File: src/include/pmsd_cfg.svh
// Functional notes
// - PHY-select strap 0000 routes the media interface to the internal PHY.
// - PHY-select strap 0001 selects external PHY with crystal clocking.
// - PHY-select strap 0010 selects external PHY with oscillator clocking.
// - External PHY mode takes its clock from crystal or oscillator pin.
// - Link-setup 000 autonegotiates advertising every speed and duplex.
// - Link-setup 001 autonegotiates advertising only 100 Mb/s full and half.
// - Link-setup 010 autonegotiates advertising only 10 Mb/s full and half.
// - Link-setup 100 and 101 force 100 Mb/s full and half duplex.
// - Link-setup 110 and 111 force 10 Mb/s full and half duplex.
// - Link-setup captured at reset, held despite later pin changes.
// - Differential media pins are used only in internal PHY mode.
// - PHY-select switches the interface manager to internal or external PHY.
`ifndef PMSD_CFG_SVH
`define PMSD_CFG_SVH

// phy-select strap encodings
`define PMSD_PHY_INTERNAL   4'h0
`define PMSD_PHY_EXT_XTAL   4'h1
`define PMSD_PHY_EXT_OSC    4'h2

// link-setup strap encodings
`define PMSD_LINK_AN_ALL    3'h0
`define PMSD_LINK_AN_100    3'h1
`define PMSD_LINK_AN_10     3'h2
`define PMSD_LINK_RESERVED  3'h3
`define PMSD_LINK_F100_FDX  3'h4
`define PMSD_LINK_F100_HDX  3'h5
`define PMSD_LINK_F10_FDX   3'h6
`define PMSD_LINK_F10_HDX   3'h7

// cycles the synchronised straps must settle after reset release
`define PMSD_SETTLE_CYCLES  4'h4
`define PMSD_SETTLE_ONE     4'h1

// register byte offsets
`define PMSD_OFF_STATUS     4'h0
`define PMSD_OFF_CTRL       4'h4
`define PMSD_OFF_LINK       4'h8

// control register
`define PMSD_CTRL_RESET     1'h1
`define PMSD_CTRL_PHY_EN    0

// axi responses
`define PMSD_RESP_OKAY      2'h0
`define PMSD_RESP_SLVERR    2'h2

`endif

File: src/include/pmsd_pkg.sv
package pmsd_pkg;

  // strap capture sequence
  typedef enum logic [1:0] {
    PMSD_ST_RESET,
    PMSD_ST_SETTLE,
    PMSD_ST_LOCKED
  } pmsd_state_t;

  // register selected by an address
  typedef enum logic [1:0] {
    PMSD_SEL_NONE,
    PMSD_SEL_STATUS,
    PMSD_SEL_CTRL,
    PMSD_SEL_LINK
  } pmsd_sel_t;

endpackage

File: src/verilog/pmsd_sync.sv
`timescale 1ns/1ps
`default_nettype none

module pmsd_sync #(
  parameter int WIDTH = 4
) (
  input  wire logic             aclk,
  input  wire logic             aresetn,
  input  wire logic [WIDTH-1:0] async_in,
  output var  logic [WIDTH-1:0] sync_out
);

  logic [WIDTH-1:0] s1_reg;
  logic [WIDTH-1:0] s2_reg;
  logic [WIDTH-1:0] s3_reg;

  // three-stage chain; first stage feeds only the second
  always_ff @(posedge aclk) begin
    s1_reg <= async_in;
    s2_reg <= s1_reg;
    s3_reg <= s2_reg;
  end

  // a change counts once stages two and three agree
  always_ff @(posedge aclk) begin
    if (!aresetn) begin
      sync_out <= '0;
    end else if (s2_reg == s3_reg) begin
      sync_out <= s3_reg;
    end
  end

endmodule

`default_nettype wire

File: src/verilog/pmsd_top.sv
`timescale 1ns/1ps
`default_nettype none
`include "pmsd_cfg.svh"

module pmsd_top
  import pmsd_pkg::*;
#(
  parameter int ADDR_W = 4
) (
  input  wire logic              aclk,
  input  wire logic              aresetn,
  // configuration straps
  input  wire logic [3:0]        phy_select_strap,
  input  wire logic [2:0]        link_setup_strap,
  // axi4-lite write address
  input  wire logic [ADDR_W-1:0] s_axi_awaddr,
  input  wire logic [2:0]        s_axi_awprot,
  input  wire logic              s_axi_awvalid,
  output var  logic              s_axi_awready,
  // axi4-lite write data
  input  wire logic [31:0]       s_axi_wdata,
  input  wire logic [3:0]        s_axi_wstrb,
  input  wire logic              s_axi_wvalid,
  output var  logic              s_axi_wready,
  // axi4-lite write response
  output var  logic [1:0]        s_axi_bresp,
  output var  logic              s_axi_bvalid,
  input  wire logic              s_axi_bready,
  // axi4-lite read address
  input  wire logic [ADDR_W-1:0] s_axi_araddr,
  input  wire logic [2:0]        s_axi_arprot,
  input  wire logic              s_axi_arvalid,
  output var  logic              s_axi_arready,
  // axi4-lite read data
  output var  logic [31:0]       s_axi_rdata,
  output var  logic [1:0]        s_axi_rresp,
  output var  logic              s_axi_rvalid,
  input  wire logic              s_axi_rready,
  // decoded media-interface controls
  output var  logic              straps_valid,
  output var  logic              mii_internal_sel,
  output var  logic              mii_external_sel,
  output var  logic              ext_clk_xtal_sel,
  output var  logic              ext_clk_osc_sel,
  output var  logic              media_pins_enable,
  output var  logic              internal_phy_enable,
  output var  logic              phy_select_reserved,
  output var  logic              autoneg_enable,
  output var  logic              adv_100_fdx,
  output var  logic              adv_100_hdx,
  output var  logic              adv_10_fdx,
  output var  logic              adv_10_hdx,
  output var  logic              force_speed_100,
  output var  logic              force_full_duplex,
  output var  logic              link_setup_reserved
);

  // map an address onto a register
  function automatic pmsd_sel_t reg_select(input logic [ADDR_W-1:0] addr);
    logic [3:0] off;
    off = addr[3:0];
    case (off)
      `PMSD_OFF_STATUS: reg_select = PMSD_SEL_STATUS;
      `PMSD_OFF_CTRL:   reg_select = PMSD_SEL_CTRL;
      `PMSD_OFF_LINK:   reg_select = PMSD_SEL_LINK;
      default:          reg_select = PMSD_SEL_NONE;
    endcase
  endfunction

  // synchronised strap levels
  logic [3:0]  phy_sync;
  logic [2:0]  link_sync;

  // capture sequence
  pmsd_state_t state_reg;
  logic [3:0]  settle_reg;
  logic        capture;

  // captured straps
  logic [3:0]  phy_cap_reg;
  logic [2:0]  link_cap_reg;

  // software control
  logic        ctrl_phy_en_reg;

  // write channel holding state
  logic              aw_held_reg;
  logic [ADDR_W-1:0] awaddr_reg;
  logic              w_held_reg;
  logic [31:0]       wdata_reg;
  logic [3:0]        wstrb_reg;
  logic              wr_fire;
  pmsd_sel_t         wr_sel;

  // read channel
  pmsd_sel_t         rd_sel;
  logic [31:0]       rd_word;
  logic              ar_take;

  // status words
  logic [31:0]       status_word;
  logic [31:0]       link_word;

  // pin straps pass the three-stage chain
  pmsd_sync #(
    .WIDTH (4)
  ) u_phy_sync (
    .aclk     (aclk),
    .aresetn  (aresetn),
    .async_in (phy_select_strap),
    .sync_out (phy_sync)
  );

  pmsd_sync #(
    .WIDTH (3)
  ) u_link_sync (
    .aclk     (aclk),
    .aresetn  (aresetn),
    .async_in (link_setup_strap),
    .sync_out (link_sync)
  );

  // capture sequence: wait for the chain to fill, then lock once
  always_ff @(posedge aclk) begin
    if (!aresetn) begin
      state_reg  <= PMSD_ST_RESET;
      settle_reg <= `PMSD_SETTLE_CYCLES;
    end else begin
      case (state_reg)
        PMSD_ST_RESET: begin
          state_reg  <= PMSD_ST_SETTLE;
          settle_reg <= `PMSD_SETTLE_CYCLES;
        end
        PMSD_ST_SETTLE: begin
          if (settle_reg == `PMSD_SETTLE_ONE) begin
            state_reg <= PMSD_ST_LOCKED;
          end else begin
            settle_reg <= settle_reg - `PMSD_SETTLE_ONE;
          end
        end
        PMSD_ST_LOCKED: begin
          state_reg <= PMSD_ST_LOCKED; // held until next reset
        end
        default: begin
          state_reg <= PMSD_ST_RESET;
        end
      endcase
    end
  end

  assign capture = (state_reg == PMSD_ST_SETTLE) &&
                   (settle_reg == `PMSD_SETTLE_ONE);

  // latch straps once after reset; later pin changes ignored
  always_ff @(posedge aclk) begin
    if (!aresetn) begin
      phy_cap_reg  <= `PMSD_PHY_INTERNAL;
      link_cap_reg <= `PMSD_LINK_AN_ALL;
      straps_valid <= 1'b0;
    end else if (capture) begin
      phy_cap_reg  <= phy_sync;
      link_cap_reg <= link_sync;
      straps_valid <= 1'b1;
    end
  end

  // phy-select decode, loaded with the capture
  always_ff @(posedge aclk) begin
    if (!aresetn) begin
      mii_internal_sel    <= 1'b0;
      mii_external_sel    <= 1'b0;
      ext_clk_xtal_sel    <= 1'b0;
      ext_clk_osc_sel     <= 1'b0;
      media_pins_enable   <= 1'b0;
      phy_select_reserved <= 1'b0;
    end else if (capture) begin
      mii_internal_sel    <= 1'b0;
      mii_external_sel    <= 1'b0;
      ext_clk_xtal_sel    <= 1'b0;
      ext_clk_osc_sel     <= 1'b0;
      media_pins_enable   <= 1'b0;
      phy_select_reserved <= 1'b0;
      case (phy_sync)
        `PMSD_PHY_INTERNAL: begin
          mii_internal_sel  <= 1'b1;
          media_pins_enable <= 1'b1;
        end
        `PMSD_PHY_EXT_XTAL: begin
          mii_external_sel <= 1'b1;
          ext_clk_xtal_sel <= 1'b1; // crystal pin
        end
        `PMSD_PHY_EXT_OSC: begin
          mii_external_sel <= 1'b1;
          ext_clk_osc_sel  <= 1'b1; // oscillator pin
        end
        default: begin
          phy_select_reserved <= 1'b1; // factory codes, nothing routed
        end
      endcase
    end
  end

  // link-setup decode, loaded with the capture
  always_ff @(posedge aclk) begin
    if (!aresetn) begin
      autoneg_enable      <= 1'b0;
      adv_100_fdx         <= 1'b0;
      adv_100_hdx         <= 1'b0;
      adv_10_fdx          <= 1'b0;
      adv_10_hdx          <= 1'b0;
      force_speed_100     <= 1'b0;
      force_full_duplex   <= 1'b0;
      link_setup_reserved <= 1'b0;
    end else if (capture) begin
      autoneg_enable      <= 1'b0;
      adv_100_fdx         <= 1'b0;
      adv_100_hdx         <= 1'b0;
      adv_10_fdx          <= 1'b0;
      adv_10_hdx          <= 1'b0;
      force_speed_100     <= 1'b0;
      force_full_duplex   <= 1'b0;
      link_setup_reserved <= 1'b0;
      case (link_sync)
        `PMSD_LINK_AN_ALL: begin
          autoneg_enable <= 1'b1;
          adv_100_fdx    <= 1'b1;
          adv_100_hdx    <= 1'b1;
          adv_10_fdx     <= 1'b1;
          adv_10_hdx     <= 1'b1;
        end
        `PMSD_LINK_AN_100: begin
          autoneg_enable <= 1'b1;
          adv_100_fdx    <= 1'b1;
          adv_100_hdx    <= 1'b1;
        end
        `PMSD_LINK_AN_10: begin
          autoneg_enable <= 1'b1;
          adv_10_fdx     <= 1'b1;
          adv_10_hdx     <= 1'b1;
        end
        `PMSD_LINK_F100_FDX: begin
          force_speed_100   <= 1'b1;
          force_full_duplex <= 1'b1;
        end
        `PMSD_LINK_F100_HDX: begin
          force_speed_100 <= 1'b1;
        end
        `PMSD_LINK_F10_FDX: begin
          force_full_duplex <= 1'b1;
        end
        `PMSD_LINK_F10_HDX: begin
          force_speed_100 <= 1'b0; // 10 Mb/s half duplex
        end
        default: begin
          link_setup_reserved <= 1'b1; // unsupported code
        end
      endcase
    end
  end

  // internal phy runs only when selected and software allows it
  always_ff @(posedge aclk) begin
    if (!aresetn) begin
      internal_phy_enable <= 1'b0;
    end else begin
      internal_phy_enable <= straps_valid && mii_internal_sel &&
                             ctrl_phy_en_reg;
    end
  end

  // write channel: address and data taken in either order
  assign s_axi_awready = !aw_held_reg && !s_axi_bvalid;
  assign s_axi_wready  = !w_held_reg && !s_axi_bvalid;
  assign wr_fire       = aw_held_reg && w_held_reg && !s_axi_bvalid;
  assign wr_sel        = reg_select(awaddr_reg);

  // hold the write address until the write is done
  always_ff @(posedge aclk) begin
    if (!aresetn) begin
      aw_held_reg <= 1'b0;
      awaddr_reg  <= '0;
    end else if (s_axi_awvalid && s_axi_awready) begin
      aw_held_reg <= 1'b1;
      awaddr_reg  <= s_axi_awaddr;
    end else if (wr_fire) begin
      aw_held_reg <= 1'b0;
    end
  end

  // hold the write data until the write is done
  always_ff @(posedge aclk) begin
    if (!aresetn) begin
      w_held_reg <= 1'b0;
      wdata_reg  <= 32'h0000_0000;
      wstrb_reg  <= 4'h0;
    end else if (s_axi_wvalid && s_axi_wready) begin
      w_held_reg <= 1'b1;
      wdata_reg  <= s_axi_wdata;
      wstrb_reg  <= s_axi_wstrb;
    end else if (wr_fire) begin
      w_held_reg <= 1'b0;
    end
  end

  // control register, low byte lane only
  always_ff @(posedge aclk) begin
    if (!aresetn) begin
      ctrl_phy_en_reg <= `PMSD_CTRL_RESET;
    end else if (wr_fire && wr_sel == PMSD_SEL_CTRL && wstrb_reg[0]) begin
      ctrl_phy_en_reg <= wdata_reg[`PMSD_CTRL_PHY_EN];
    end
  end

  // write response; read-only and unmapped offsets answer slverr
  always_ff @(posedge aclk) begin
    if (!aresetn) begin
      s_axi_bvalid <= 1'b0;
      s_axi_bresp  <= `PMSD_RESP_OKAY;
    end else if (wr_fire) begin
      s_axi_bvalid <= 1'b1;
      s_axi_bresp  <= (wr_sel == PMSD_SEL_CTRL) ? `PMSD_RESP_OKAY
                                                : `PMSD_RESP_SLVERR;
    end else if (s_axi_bready) begin
      s_axi_bvalid <= 1'b0;
    end
  end

  // status and link words seen by software
  assign status_word = {21'h000000, link_setup_reserved, phy_select_reserved,
                        straps_valid, 1'b0, link_cap_reg, phy_cap_reg};
  assign link_word   = {23'h000000, ctrl_phy_en_reg, force_full_duplex,
                        force_speed_100, adv_10_hdx, adv_10_fdx,
                        adv_100_hdx, adv_100_fdx, autoneg_enable};

  // read mux
  assign rd_sel = reg_select(s_axi_araddr);

  always_comb begin
    case (rd_sel)
      PMSD_SEL_STATUS: rd_word = status_word;
      PMSD_SEL_CTRL:   rd_word = {31'h00000000, ctrl_phy_en_reg};
      PMSD_SEL_LINK:   rd_word = link_word;
      default:         rd_word = 32'h0000_0000;
    endcase
  end

  // read channel: one read at a time, answered the next cycle
  assign s_axi_arready = !s_axi_rvalid;
  assign ar_take       = s_axi_arvalid && s_axi_arready;

  always_ff @(posedge aclk) begin
    if (!aresetn) begin
      s_axi_rvalid <= 1'b0;
      s_axi_rdata  <= 32'h0000_0000;
      s_axi_rresp  <= `PMSD_RESP_OKAY;
    end else if (ar_take) begin
      s_axi_rvalid <= 1'b1;
      s_axi_rdata  <= rd_word;
      s_axi_rresp  <= (rd_sel == PMSD_SEL_NONE) ? `PMSD_RESP_SLVERR
                                                : `PMSD_RESP_OKAY;
    end else if (s_axi_rready) begin
      s_axi_rvalid <= 1'b0;
    end
  end

endmodule

`default_nettype wire

File: config.mk
export PLATFORM = sky130hd
export DESIGN_NAME = pmsd_top
export DESIGN_NICKNAME = d
export VERILOG_FILES = /design/src/include/pmsd_pkg.sv /design/src/verilog/pmsd_sync.sv /design/src/verilog/pmsd_top.sv
export VERILOG_INCLUDE_DIRS = /design/src /design/src/include
export SDC_FILE = /design/constraint.sdc
export NUM_CORES = 1
export LEC_CHECK = 0
export BUFFER_PORTS_ARGS = -buffer_cell sky130_fd_sc_hd__buf_2
export CAP_MARGIN = 5
export CORE_UTILIZATION = 48
export DETAILED_ROUTE_END_ITERATION = 10
export GPL_ROUTABILITY_DRIVEN = 0
export PLACE_DENSITY = 0.87
export SYNTH_ARGS = -nofsm -noshare
export SYNTH_HDL_FRONTEND = slang
export SYNTH_SLANG_ARGS = --single-unit
export TNS_END_PERCENT = 30
File: constraint.sdc
create_clock -name aclk -period 2.2 [get_ports aclk]
set_clock_uncertainty 0.1 [all_clocks]
set_input_delay 0.11 -clock aclk [delete_from_list [all_inputs] [get_ports aclk]]
set_output_delay 0.11 -clock aclk [all_outputs]
set_load 0.005 [all_outputs]
==> summary.md <==
| Metric | Value |
|---|---|
| Outcome | completed |
| CTS tree | yes |
| Tmin final | about 1800 ps |
| Clock Power Share | 0.343 |
| Die X | 82.6 µm |
| Initial antenna violation count | 0 |
| CTS sink count | 78 |
| Nets | 472 |
| DRT antenna net count | 0 |
| Core area | a little over 6000 µm² |
| Reg clk slew, reported paths | around 70 ps |
| CTS max path bufs | 2 |
| Starting DRT DRC Count | 150 |
| Wirelength, routed | 6.10 mm |
| Final worst-path cycle share | 0.826 |
| Die height | approximately 83 µm |
| All-Layer GR Usage | 0.193 |
| Detailed placement HPWL | around 4.2 mm |
| Sequential power share | 0.523 |
| Buffers & Inverters on Critical Path | 1 |
| Synth warn | 0 |
| Post-cts sizing count | 0 |
| Worst R2R Setup Slack | between 300 and 400 ps |
| Fmax | roughly 550 MHz |
| WP data arrival | ~2000 ps |
| Clk_lat worst skew | 350 ps |
| Endpoint type of the worst setup path | flip-flop |
| Cell area after synthesis | 3110 µm² |
| Row Count | 28 |
| Post-CTS Setup Inserts | 0 |
| Slew @ Worst Pin | slightly above 600 ps |
| Area growth from synthesis to layout | 20.2% |
| Logic pwr share | 0.134 |
| Num CTS Buffers | 9 |
| Routed len/inst | approximately 13 µm |
| Cell Pwr Density | approximately 800 nW/µm² |
| Relative slew slack | 0.589 |
| Grt total ovfl | 0 |
| WHS Path Cells | 3 |
| Pin count of the biggest net entering global routing | 31 |
| Unrepaired setup endpoints after global routing | false |
| Max Slew Vio Count | 0 |
| Biggest register | s_axi_rdata |
| Final setup viols | 0 |
| Cell count after synthesis | roughly 330 |
| Layout cells sized above 1 | 0.206 |
| Pre-CTS WS | 422 ps |
| P_leak | approximately 1.6 nW |
| Startpoint class of the critical path | flip-flop |
| Area contributors post-synth | dfxtp_1, buf_4, mux2i_1 |
| Tightest Hold Check Type | input pin to flip-flop |
| Initial Util | 0.511 |
| Cell Int Power | between 2 and 2.5 mW |
| Die area | roughly 7000 µm² |
| CP Class | flip-flop to flip-flop |
| CP peak stage delay | 490 ps |
| Critical R2R Launch | state_reg[1] |
| Worst r2r path cells | 5 |
| Final worst slack | 383 ps |
| Prevailing post-synth register cell | dfxtp_1 |
| Req. time, crit path | around 2400 ps |
| Htree depth | 3 |
| Synth top area share | 0.501 |
| VDD IR max | 532 µV |
| CP cell instances | inv_1, ha_1, or4b_1, or3_1, a21oi_1 |
| Clock root buffer master | clkbuf_8 |
| IO Pins | ~120 |
| Drt via density | 5.08 |
| Register bit total from synthesis | 78 |
| FFs w/ async S/R, synth | 0 |
| CP max stage cell | or4b_1 |
| First-pass GRT wire length | 9.78 mm |
| Total power | just under 3 mW |
| Via count | 2,450 |
| Largest register FFs | 11 |
| Avg Inst Size Synth | about 9.4 µm² |
| Final hold violation count | 0 |
| Net Sw Power | around 0.75 mW |
| Yosys cell types | 43 |
| Cell family with most CP delay | simple AND/OR/NAND/NOR gates |
| Antenna cell count | 0 |
| PortBufs | 57 |
| Core Util, Final | 0.614 |
| Switching share of total power | 0.251 |
| RR Endpoint | settle_reg[3] |
| Hold Path Origin | aresetn |
| Vias in the first global route | 2,252 |
| Post-synth top area cell | dfxtp_1 |
| Register area share after synthesis | 0.501 |
| Setup TNS | 0 ps |
| Most frequent cell after synthesis | dfxtp_1 |
| Synth top cells by count | dfxtp_1, nand2_1, a21oi_1, buf_4, nor2_1 |
| Max Fanout on Critical Path | 10 |
| First-pass DRT Iterations | 4 |
| WHS Endpoint | settle_reg[1] |
| Max-Cap Viols | 0 |
| Post-route DRC violation count | 0 |
| Number of synthesized flops with an enable pin | 0 |
[kinds of logic after synthesis]
logic type / synth area share
AOI/OAI and AO/OA: 0.108
xor gates and xnor gates: 0.0225
adders and majority gates: 0.0161
buffers and inverters: 0.105
DFF: 0.501
muxes: 0.0611
other: 0.00120
and+or+nand+nor: 0.185
[worst register-to-register path: stages (launching register included)]
cell     delay [ps]
dfxtp_1         320
inv_1            80
ha_1            320
or4b_1          490
or3_1           320
a21oi_1         130
[metal layers]
layer	track usage	wire, µm	share of wire	vias up
met5	0	0	0	-
met4	0.117	180	0.030	0
met3	0.0451	277	0.045	18
met2	0.327	2980	0.49	75
met1	0.219	2660	0.44	1137
li1	-	-	-	1220
[stage by stage]
| step | cells | hold slack, ps | cell area, µm² |
|---|---|---|---|
| 2_1_floorplan | 354 | 37.7 | 3200 |
| 3_3_place_gp | 451 | 113 | 3380 |
| 3_5_place_dp | 451 | 114 | 3380 |
| 4_1_cts | 482 | 38.8 | 3740 |
| 5_1_grt | 482 | 67.2 | 3740 |
| 6_report | 482 | 40.9 | 3740 |
[cell usage in the layout, fill, tap and decap left out, types with 6 or more instances in the layout]
cell,netlist,layout
dlygate4sd3_1,0,17
buf_4,27,9
buf_2,3,57
nor2_1,23,23
a21oi_1,29,29
nand2_1,41,41
nand3_1,7,7
conb_1,1,23
dfxtp_1,78,78
clkbuf_8,0,14
o32a_1,6,6
xor2_1,8,8
mux2i_1,19,19
inv_1,14,14
[power by group through the flow]
stage	clock [mW]	combinational, mW	sequential, mW
6_report	1.02	0.401	1.56
5_1_grt	1.10	0.461	1.57
4_1_cts	1.04	0.399	1.56
3_5_place_dp	0	0.374	1.59
3_3_place_gp	0	0.352	1.58
2_1_floorplan	0	0.317	1.57
[worst max path at each step]
stage	cells past startpoint	to	start	slack (ps)
6_report	5	settle_reg[3]	state_reg[1]	380
2_1_floorplan	6	settle_reg[3]	state_reg[1]	530
4_1_cts	5	settle_reg[3]	state_reg[1]	400
5_1_grt	5	settle_reg[3]	state_reg[1]	270
3_5_place_dp	5	settle_reg[3]	state_reg[1]	420
3_3_place_gp	5	settle_reg[3]	state_reg[1]	470
[what timing repair did]
| item | in CTS | in global routing |
|---|---|---|
| hold endpoints to repair | 16 | 0 |
| hold buffers | 17 | 0 |
| setup endpoints to repair | 0 | 0 |
[cell type report]
cell class	count	area [µm²]
Inverter	15	56.3
Timing Repair Buffer	83	523
Multi-Input combinational cell	217	1320
Sequential cell	78	1560
Fill cell	510	2350
Clock buffer	14	193
Tap cell	75	93.8
Power figures use the tool's default switching activity.
